--- config.mk ---
export PLATFORM = sky130hd
export DESIGN_NAME = scan_clock_gating_control
export DESIGN_NICKNAME = d
export VERILOG_FILES = /design/src/rtl/scan_length_counters.v /design/src/rtl/scan_clock_gating_control.v
export VERILOG_INCLUDE_DIRS = /design/src /design/src/rtl
export SDC_FILE = /design/constraint.sdc
export NUM_CORES = 1
export LEC_CHECK = 0
export BUFFER_PORTS_ARGS = -buffer_cell sky130_fd_sc_hd__buf_2
export CAP_MARGIN = 30
export CORE_UTILIZATION = 50
export DETAILED_ROUTE_END_ITERATION = 8
export PLACE_DENSITY = 0.8
export SLEW_MARGIN = 0
export SYNTH_ARGS = -nofsm -noshare
export SYNTH_HDL_FRONTEND = slang
export SYNTH_SLANG_ARGS = --single-unit
--- constraint.sdc ---
create_clock -name pclk -period 3.2 [get_ports pclk]
set_input_delay 0.32 -clock pclk [delete_from_list [all_inputs] [get_ports pclk]]
set_output_delay 0.32 -clock pclk [all_outputs]
set_load 0.02 [all_outputs]
--- src/rtl/scan_clock_consts.vh ---
// Constants for the scan test clock gating block
`ifndef SCAN_CLOCK_CONSTS_VH
`define SCAN_CLOCK_CONSTS_VH

// ----------------------------------------
// Register byte offsets
// ----------------------------------------
`define OFS_MODE_ONE 12'h000
`define OFS_ENABLES 12'h004
`define OFS_SCAN_LENGTH 12'h008
`define OFS_STATUS 12'h00c
`define OFS_BITS 12

// ----------------------------------------
// Mode register one fields
// ----------------------------------------
`define MODE_TDO_NOT_FULL_IE 7
`define MODE_TDI_NOT_EMPTY_IE 6
`define MODE_LENGTH_IE 5
`define MODE_PATTERN_GEN 4
`define MODE_SIG_COMPACT 3
`define MODE_FREEZE_EN 2
`define MODE_WIDTH 8
`define MODE_RESET 8'h00

// ----------------------------------------
// Enable register fields
// ----------------------------------------
`define EN_TDO 0
`define EN_TDI 1
`define EN_SEL_A 2
`define EN_SEL_B 3
`define EN_LENGTH 4
`define EN_WIDTH 5
`define EN_RESET 5'h00

// ----------------------------------------
// Register select codes of the host wait logic
// ----------------------------------------
`define SEL_TDO 3'h0
`define SEL_TDI 3'h1
`define SEL_MODE_A 3'h2
`define SEL_MODE_B 3'h3

// ----------------------------------------
// Status word fields
// ----------------------------------------
`define STAT_CLOCK_ENABLE 0
`define STAT_LOADED 1
`define STAT_TERMINAL 2
`define STAT_FREEZE 3
`define STAT_BIT_COUNT_LSB 4
`define STAT_BIT_COUNT_MSB 6
`define STAT_STOP_TDO 7
`define STAT_STOP_TDI 8
`define STAT_STOP_SELECT 9
`define STAT_STOP_LENGTH 10

// ----------------------------------------
// Counter widths and values
// ----------------------------------------
`define LENGTH_WIDTH 32
`define BIT_COUNT_WIDTH 3
`define BIT_COUNT_LAST 3'h7
`define BIT_COUNT_ZERO 3'h0
`define LENGTH_ZERO 32'h00000000
`define LENGTH_ONE 32'h00000001

`endif

--- src/rtl/scan_length_counters.v ---
// Scan length counter and bit-in-byte counter
`timescale 1ns/10ps
`default_nettype none
`include "scan_clock_consts.vh"

module scan_length_counters #(
  parameter LENGTH_WIDTH = `LENGTH_WIDTH
) (
  // Clock and reset
  input wire pclk,
  input wire presetn,
  // Control
  input wire load,
  input wire [LENGTH_WIDTH-1:0] load_value,
  input wire length_enable,
  input wire step,
  // State
  output reg [LENGTH_WIDTH-1:0] scan_length_counter,
  output reg loaded,
  output wire terminal,
  output reg [`BIT_COUNT_WIDTH-1:0] bit_in_byte_counter,
  output wire half_swap
);

  wire length_step;
  wire reach_terminal;

  // ----------------------------------------
  // Scan length count down
  // ----------------------------------------
  assign terminal = loaded & (scan_length_counter == {LENGTH_WIDTH{1'b0}});
  assign length_step = step & length_enable & loaded & ~terminal;
  assign reach_terminal = length_step & (scan_length_counter == {{(LENGTH_WIDTH-1){1'b0}}, 1'b1});

  always @(posedge pclk or negedge presetn) begin
    if (!presetn) begin
      scan_length_counter <= {LENGTH_WIDTH{1'b0}};
      loaded <= 1'b0;
    end else if (load) begin
      scan_length_counter <= load_value;
      loaded <= 1'b1;
    end else if (length_step) begin
      scan_length_counter <= scan_length_counter - {{(LENGTH_WIDTH-1){1'b0}}, 1'b1};
    end
  end

  // ----------------------------------------
  // Byte alignment
  // ----------------------------------------
  assign half_swap = (step & (bit_in_byte_counter == `BIT_COUNT_LAST)) | (length_enable & reach_terminal);

  always @(posedge pclk or negedge presetn) begin
    if (!presetn) begin
      bit_in_byte_counter <= `BIT_COUNT_ZERO;
    end else if (length_enable & reach_terminal) begin
      bit_in_byte_counter <= `BIT_COUNT_ZERO;
    end else if (step) begin
      bit_in_byte_counter <= bit_in_byte_counter + 3'h1;
    end
  end

endmodule // scan_length_counters

`default_nettype wire

--- src/rtl/scan_clock_gating_control.v ---
// Scan test clock gating, interrupt and host wait control
//
// Added by the designer: the register offsets and the APB interface to the registers.
`timescale 1ns/10ps
`default_nettype none
`include "scan_clock_consts.vh"

module scan_clock_gating_control #(
  parameter LENGTH_WIDTH = `LENGTH_WIDTH
) (
  // Clock and reset
  input wire pclk,
  input wire presetn,
  // APB slave
  input wire psel,
  input wire penable,
  input wire pwrite,
  input wire [31:0] paddr,
  input wire [31:0] pwdata,
  output reg [31:0] prdata,
  output reg pready,
  output reg pslverr,
  // Shifter status
  input wire tdo_full,
  input wire tdo_empty,
  input wire tdo_seed_loaded,
  input wire tdi_full,
  input wire tdi_empty,
  input wire tdi_init_loaded,
  input wire sel_a_full,
  input wire sel_a_empty,
  input wire sel_b_full,
  input wire sel_b_empty,
  // Host parallel cycle
  input wire host_cycle,
  input wire host_read,
  input wire [2:0] reg_select,
  input wire write_sync_busy,
  input wire read_sync_busy,
  output reg host_wait,
  // Freeze pin
  input wire sample_hold_input,
  // Shifter control
  output reg tdo_enable,
  output reg tdi_enable,
  output reg sel_a_enable,
  output reg sel_b_enable,
  output reg pattern_generator_mode,
  output reg signature_compaction_mode,
  output reg shift_strobe,
  output reg half_swap,
  // Link and interrupt
  output reg test_clock,
  output reg interrupt
);

  // ----------------------------------------
  // Declarations
  // ----------------------------------------
  reg [`MODE_WIDTH-1:0] mode_register_one;
  reg [`EN_WIDTH-1:0] enables;
  reg freeze_meta;
  reg freeze_sync;
  reg clock_phase;
  reg clock_enable;
  reg next_host_wait;
  reg next_interrupt;
  reg [31:0] read_value;
  reg read_hit;
  reg [31:0] status_word;
  wire access;
  wire write_now;
  wire read_now;
  wire [`OFS_BITS-1:0] offset;
  wire length_load;
  wire stop_clock;
  wire rise;
  wire freeze_active;
  wire [LENGTH_WIDTH-1:0] length_count;
  wire length_loaded;
  wire length_terminal;
  wire [`BIT_COUNT_WIDTH-1:0] bit_count;
  wire swap;
  wire stop_tdo;
  wire stop_tdi;
  wire stop_select;
  wire stop_length;
  wire tdo_space_event;
  wire tdi_data_event;
  wire length_event;
  wire read_hold;
  wire write_hold;

  // ----------------------------------------
  // Address decode
  // ----------------------------------------
  function is_offset;
    input [`OFS_BITS-1:0] addr;
    input [`OFS_BITS-1:0] target;
    begin
      is_offset = (addr == target);
    end
  endfunction

  assign offset = paddr[`OFS_BITS-1:0];
  assign access = psel & penable & ~pready;
  assign write_now = access & pwrite;
  assign read_now = access & ~pwrite;
  assign length_load = write_now & is_offset(offset, `OFS_SCAN_LENGTH);

  // ----------------------------------------
  // Status word
  // ----------------------------------------
  always @* begin
    status_word = 32'h00000000;
    status_word[`STAT_CLOCK_ENABLE] = clock_enable;
    status_word[`STAT_LOADED] = length_loaded;
    status_word[`STAT_TERMINAL] = length_terminal;
    status_word[`STAT_FREEZE] = freeze_active;
    status_word[`STAT_BIT_COUNT_MSB:`STAT_BIT_COUNT_LSB] = bit_count;
    status_word[`STAT_STOP_TDO] = stop_tdo;
    status_word[`STAT_STOP_TDI] = stop_tdi;
    status_word[`STAT_STOP_SELECT] = stop_select;
    status_word[`STAT_STOP_LENGTH] = stop_length;
  end

  // ----------------------------------------
  // APB answer
  // ----------------------------------------
  always @* begin
    read_value = 32'h00000000;
    read_hit = 1'b1;
    if (is_offset(offset, `OFS_MODE_ONE)) begin
      read_value[`MODE_WIDTH-1:0] = mode_register_one;
    end else if (is_offset(offset, `OFS_ENABLES)) begin
      read_value[`EN_WIDTH-1:0] = enables;
    end else if (is_offset(offset, `OFS_SCAN_LENGTH)) begin
      read_value[LENGTH_WIDTH-1:0] = length_count;
    end else if (is_offset(offset, `OFS_STATUS)) begin
      read_value = status_word;
    end else begin
      read_hit = 1'b0;
    end
  end

  always @(posedge pclk or negedge presetn) begin
    if (!presetn) begin
      pready <= 1'b0;
      pslverr <= 1'b0;
      prdata <= 32'h00000000;
    end else begin
      pready <= access;
      pslverr <= access & ~read_hit;
      if (read_now) begin
        prdata <= read_value;
      end else if (access) begin
        prdata <= 32'h00000000;
      end
    end
  end

  // ----------------------------------------
  // Control registers
  // ----------------------------------------
  always @(posedge pclk or negedge presetn) begin
    if (!presetn) begin
      mode_register_one <= `MODE_RESET;
      enables <= `EN_RESET;
    end else if (write_now) begin
      if (is_offset(offset, `OFS_MODE_ONE)) begin
        mode_register_one <= pwdata[`MODE_WIDTH-1:0];
      end
      if (is_offset(offset, `OFS_ENABLES)) begin
        enables <= pwdata[`EN_WIDTH-1:0];
      end
    end
  end

  // ----------------------------------------
  // Freeze pin synchroniser
  // ----------------------------------------
  always @(posedge pclk or negedge presetn) begin
    if (!presetn) begin
      freeze_meta <= 1'b0;
      freeze_sync <= 1'b0;
    end else begin
      freeze_meta <= sample_hold_input;
      freeze_sync <= freeze_meta;
    end
  end

  // ----------------------------------------
  // Freeze override
  // ----------------------------------------
  assign freeze_active = freeze_sync & mode_register_one[`MODE_FREEZE_EN];

  // ----------------------------------------
  // Stop conditions
  // ----------------------------------------
  assign stop_tdo = enables[`EN_TDO] & (tdo_empty
    | (mode_register_one[`MODE_PATTERN_GEN] & ~tdo_seed_loaded));
  assign stop_tdi = enables[`EN_TDI] & (tdi_full
    | (mode_register_one[`MODE_SIG_COMPACT] & ~tdi_init_loaded));
  assign stop_select = (enables[`EN_SEL_A] & sel_a_empty) | (enables[`EN_SEL_B] & sel_b_empty);
  assign stop_length = enables[`EN_LENGTH] & (~length_loaded | length_terminal);
  assign stop_clock = stop_tdo | stop_tdi | stop_select | stop_length;

  // ----------------------------------------
  // Test clock generation
  // ----------------------------------------
  assign rise = ~clock_phase & ~stop_clock;

  always @(posedge pclk or negedge presetn) begin
    if (!presetn) begin
      clock_phase <= 1'b0;
      clock_enable <= 1'b0;
    end else if (clock_phase) begin
      clock_phase <= 1'b0;
    end else begin
      clock_enable <= ~stop_clock;
      clock_phase <= ~stop_clock;
    end
  end

  always @(posedge pclk or negedge presetn) begin
    if (!presetn) begin
      test_clock <= 1'b0;
      shift_strobe <= 1'b0;
      half_swap <= 1'b0;
    end else begin
      test_clock <= rise | freeze_active;
      shift_strobe <= rise;
      half_swap <= swap;
    end
  end

  // ----------------------------------------
  // Length and bit counters
  // ----------------------------------------
  scan_length_counters #(
    .LENGTH_WIDTH(LENGTH_WIDTH)
  ) counters (
    .pclk(pclk),
    .presetn(presetn),
    .load(length_load),
    .load_value(pwdata[LENGTH_WIDTH-1:0]),
    .length_enable(enables[`EN_LENGTH]),
    .step(rise),
    .scan_length_counter(length_count),
    .loaded(length_loaded),
    .terminal(length_terminal),
    .bit_in_byte_counter(bit_count),
    .half_swap(swap)
  );

  // ----------------------------------------
  // Interrupt
  // ----------------------------------------
  assign tdo_space_event = mode_register_one[`MODE_TDO_NOT_FULL_IE] & ~tdo_full;
  assign tdi_data_event = mode_register_one[`MODE_TDI_NOT_EMPTY_IE] & ~tdi_empty;
  assign length_event = mode_register_one[`MODE_LENGTH_IE] & (~length_loaded | length_terminal);

  always @* begin
    next_interrupt = tdo_space_event | tdi_data_event | length_event;
  end

  // ----------------------------------------
  // Host wait
  // ----------------------------------------
  assign read_hold = read_sync_busy
    | (tdi_empty & (reg_select == `SEL_TDI));
  assign write_hold = write_sync_busy
    | (tdo_full & (reg_select == `SEL_TDO))
    | (sel_a_full & (reg_select == `SEL_MODE_A))
    | (sel_b_full & (reg_select == `SEL_MODE_B));

  always @* begin
    next_host_wait = 1'b1;
    if (host_cycle) begin
      if (host_read) begin
        next_host_wait = read_hold;
      end else begin
        next_host_wait = write_hold;
      end
    end
  end

  // ----------------------------------------
  // Registered outputs
  // ----------------------------------------
  always @(posedge pclk or negedge presetn) begin
    if (!presetn) begin
      interrupt <= 1'b0;
      host_wait <= 1'b1;
    end else begin
      interrupt <= next_interrupt;
      host_wait <= next_host_wait;
    end
  end

  // ----------------------------------------
  // Shifter enable and mode copies
  // ----------------------------------------
  always @(posedge pclk or negedge presetn) begin
    if (!presetn) begin
      tdo_enable <= 1'b0;
      tdi_enable <= 1'b0;
      sel_a_enable <= 1'b0;
      sel_b_enable <= 1'b0;
      pattern_generator_mode <= 1'b0;
      signature_compaction_mode <= 1'b0;
    end else begin
      tdo_enable <= enables[`EN_TDO];
      tdi_enable <= enables[`EN_TDI];
      sel_a_enable <= enables[`EN_SEL_A];
      sel_b_enable <= enables[`EN_SEL_B];
      pattern_generator_mode <= mode_register_one[`MODE_PATTERN_GEN];
      signature_compaction_mode <= mode_register_one[`MODE_SIG_COMPACT];
    end
  end

endmodule // scan_clock_gating_control

`default_nettype wire

==> flow_metrics.py <==
metrics = {
    "outcome": {
        "status": "finished clean",
    },
    "drt": {
        "vias": 3915,
        "avgViaCountPerCell": 5.76,
        "route.detailed.drc": 0,
        "wire_per_inst_um": 16.9,
        "wl_um": 11500,
        "initialDrtViolationCount": 237,
        "firstDrtPassIters": 4,
        "ant_nets": 0,
    },
    "cts": {
        "cts-resized-gates": 0,
        "cts_sinks": 97,
        "htreeDepth": 3,
        "postCtsSetupRepairBufs": 0,
        "cts_made_buffers": 9,
        "cts.clk_slew.worst_paths_ns": 0.09,
        "insertion_delay_ns": 0.37,
        "ctsHoldBuffers": 0,
        "tritoncts": "yes",
        "clockBufferDepth": 2,
        "root_buffer": "clkbuf_8",
    },
    "logic_synthesis": {
        "synth_cell_types": 55,
        "ys_seq_area_frac": 0.513,
        "async_flop_share": 1.00,
        "netlist_area_sq_um": 4730,
        "synth-simple-area-share": 0.208,
        "synth_common_cells": "96 x dfrtp_1, 54 x nor2_1, 32 x a21oi_1",
        "ys_seq_elements": 97,
        "yosys-top-cells-area": "dfrtp_1 51%, xnor2_1 5.0%, a22o_1 4.4%, nor2_1 4.3%, a21oi_1 3.4%",
        "yosys_warnings": 0,
        "syn_nets": 545,
        "synth_ff_type": "dfrtp_1",
        "synth_top_family_by_area": "simple AND/OR/NAND/NOR gates",
        "postSynthCellCount": 453,
        "synthMuxAreaShare": 0.0547,
        "avgSynthCellArea_sq_um": 10.4,
        "yosysMostFrequentCell": "dfrtp_1",
        "synth-xor-area-share": 0.0555,
        "synth_compound_area_frac": 0.130,
        "synth_fa_ha_area_frac": 0.0132,
        "synth_edf_count": 0,
        "synth_top_area_frac": 0.508,
        "synth_area_leader_cell": "dfrtp_1",
    },
    "floorplan": {
        "io_pins": 132,
        "initial_core_util": 0.514,
        "die_w_um": 99.3,
        "core_sq_um": 9200,
        "die_y_um": 99.3,
        "row_count": 35,
        "die_area_sq_um": 9850,
    },
    "timing": {
        "setup_viol": 0,
        "finalHoldViolations": 0,
        "worst_clock_skew_ns": 0.0119,
        "rsz0062_at_grt": "no",
        "tightestPinTransition_ns": 0.850,
        "max-slew-margin-rel": 0.433,
        "fin_crit_sh": 0.821,
        "fin_crit_ns": 2.63,
        "slew_viol_final": 0,
        "tns_ns": 0,
        "hold_slack_ns": 0.0609,
        "max_freq_mhz": 381,
    },
    "power": {
        "vdd_drop_max_mv": 0.252,
        "power_frac_clock": 0.376,
        "p_sw_w": 0.000569,
        "swShare": 0.241,
        "pwr-share-seq": 0.543,
        "p_int_w": 0.00179,
        "cellPowerDensity_nw_per_um2": 418,
        "leakage_nw": 2.63,
        "combPwrFrac": 0.082,
    },
    "critical_path": {
        "setup.worst_path.start": "counters.scan_length_counter[6]$_DFFE_PN0P_",
        "worstPathMaxFanout": 7,
        "end_kind": "flop",
        "path_class": "flop to flop",
        "arrival_ns": 2.88,
        "cp_data_required_time_ns": 3.45,
        "startpoint_type": "flop",
        "r2r-start": "counters.scan_length_counter[6]$_DFFE_PN0P_",
    },
    "global_route": {
        "grt_max_degree": 71,
        "grt_use_total": 0.248,
        "grt_pass1_wl_um": 19000,
        "antenna_found_initial": 0,
        "grt-ovfl-total": 0,
        "first_global_vias": 3911,
    },
    "cells_and_area": {
        "layout-drive-gt1-share": 0.293,
        "multi_input_area_sq_um": 2180,
        "n_antenna_cell": 0,
        "fill_cells": 784,
        "seq_area_sq_um": 2430,
        "nets": 656,
        "area_growth_syn_to_layout_pct": 19.3,
        "postLayoutCoreUtil": 0.614,
    },
    "place": {
        "gp_congestion": 0.870,
        "port_buffers": 111,
        "hpwl_um": 8300,
    },
    "job": {
        "maxCapViolCount": 0,
    },
    "hold_path": {
        "hp-start": "host_cycle",
        "hold_class": "input port to flop",
    },
}
==> critical path, stage by stage, from the launching register on <==
cell and delay, ns:
dfrtp_1 0.45, nor4_4 0.48, nand4_1 0.29, o41ai_2 0.52, a21o_2 0.30, inv_2 0.06
o41a_1 0.14, mux2_2 0.27
==> cell families after synthesis <==
family,Yosys count
multiplexers,23
XOR/XNOR,30
buffers and inverters,31
flip-flops,97
adder cells (fa/ha/maj),5
AO/OA/AOI/OAI,90
AND/OR/NAND/NOR,177
==> per-stage QoR <==
stage | std cells | total power, W | setup WS, ns | area, sq um
final | 680 | 0.00236 | 0.573 | 5640
after global routing | 680 | 0.00245 | 0.411 | 5640
after CTS | 680 | 0.00236 | 0.587 | 5640
after detailed placement | 664 | 0.00150 | 0.615 | 5420
after global placement | 664 | 0.00148 | 0.673 | 5420
after floorplan | 453 | 0.00139 | 1.08 | 4730
==> cells in the final DEF, fill, tap and decap left out, drive strengths merged, types with 4 or more instances in the layout <==
cell type,synthesis,routed
nor3b,5,5
inv,9,10
nor4,23,23
nand2,31,31
nand4,4,4
nand3,10,10
buf,5,122
a31oi,4,4
nor3,15,15
a21oi,32,32
or4,5,5
a22o,24,24
nor2,55,55
mux2,13,13
dfrtp,96,96
or3,13,13
ha,5,5
clkbuf,17,10
xnor2,27,27
mux2i,9,9
o21ai,14,14
==> layout make-up <==
type,count,share of cell area
clock inverter,6,0.0164
sequential,97,0.430
inverter,9,0.00599
tap,111,0.0246
timing repair buffer,122,0.114
clock buffer,10,0.0226
multi-input combinational,325,0.386
==> layer usage <==
metal	track usage	part of all wire
met5	0	0
met2	0.417	0.51
met3	0.0457	0.062
met4	0.0928	0.014
met1	0.320	0.42
==> power by group through the flow <==
stage                     registers, W  clock network (W)  logic [W]
after floorplan                0.00130                  0  0.0000879
after global placement         0.00130                  0   0.000184
after detailed placement       0.00130                  0   0.000195
after CTS                      0.00128           0.000889   0.000197
after global routing           0.00128           0.000952   0.000213
final                          0.00128           0.000886   0.000193
==> registers in the layout (all words and copies together) (netlist names), 3 cells and up <==
name and count:
counters.bit_in_byte_counter 3, counters.scan_length_counter 32, enables 5, mode_register_one 8, prdata 32
==> final timing paths <==
check                                                               end  cells past startpoint  slack (ns)
setup / recovery            counters.bit_in_byte_counter[0]$_DFFE_PN0P_                      7        0.57
hold / removal                                      host_wait$_DFF_PN1_                      2        0.06
setup reg to reg            counters.bit_in_byte_counter[0]$_DFFE_PN0P_                      7        0.57
hold reg to reg                                   freeze_sync$_DFF_PN0_                      0        0.37
max in group asynchronous  counters.scan_length_counter[26]$_DFFE_PN0P_                      2        2.40
min in group asynchronous                        prdata[20]$_DFFE_PN0P_                      1        0.07
No activity file was read; power rests on OpenSTA's default activity.
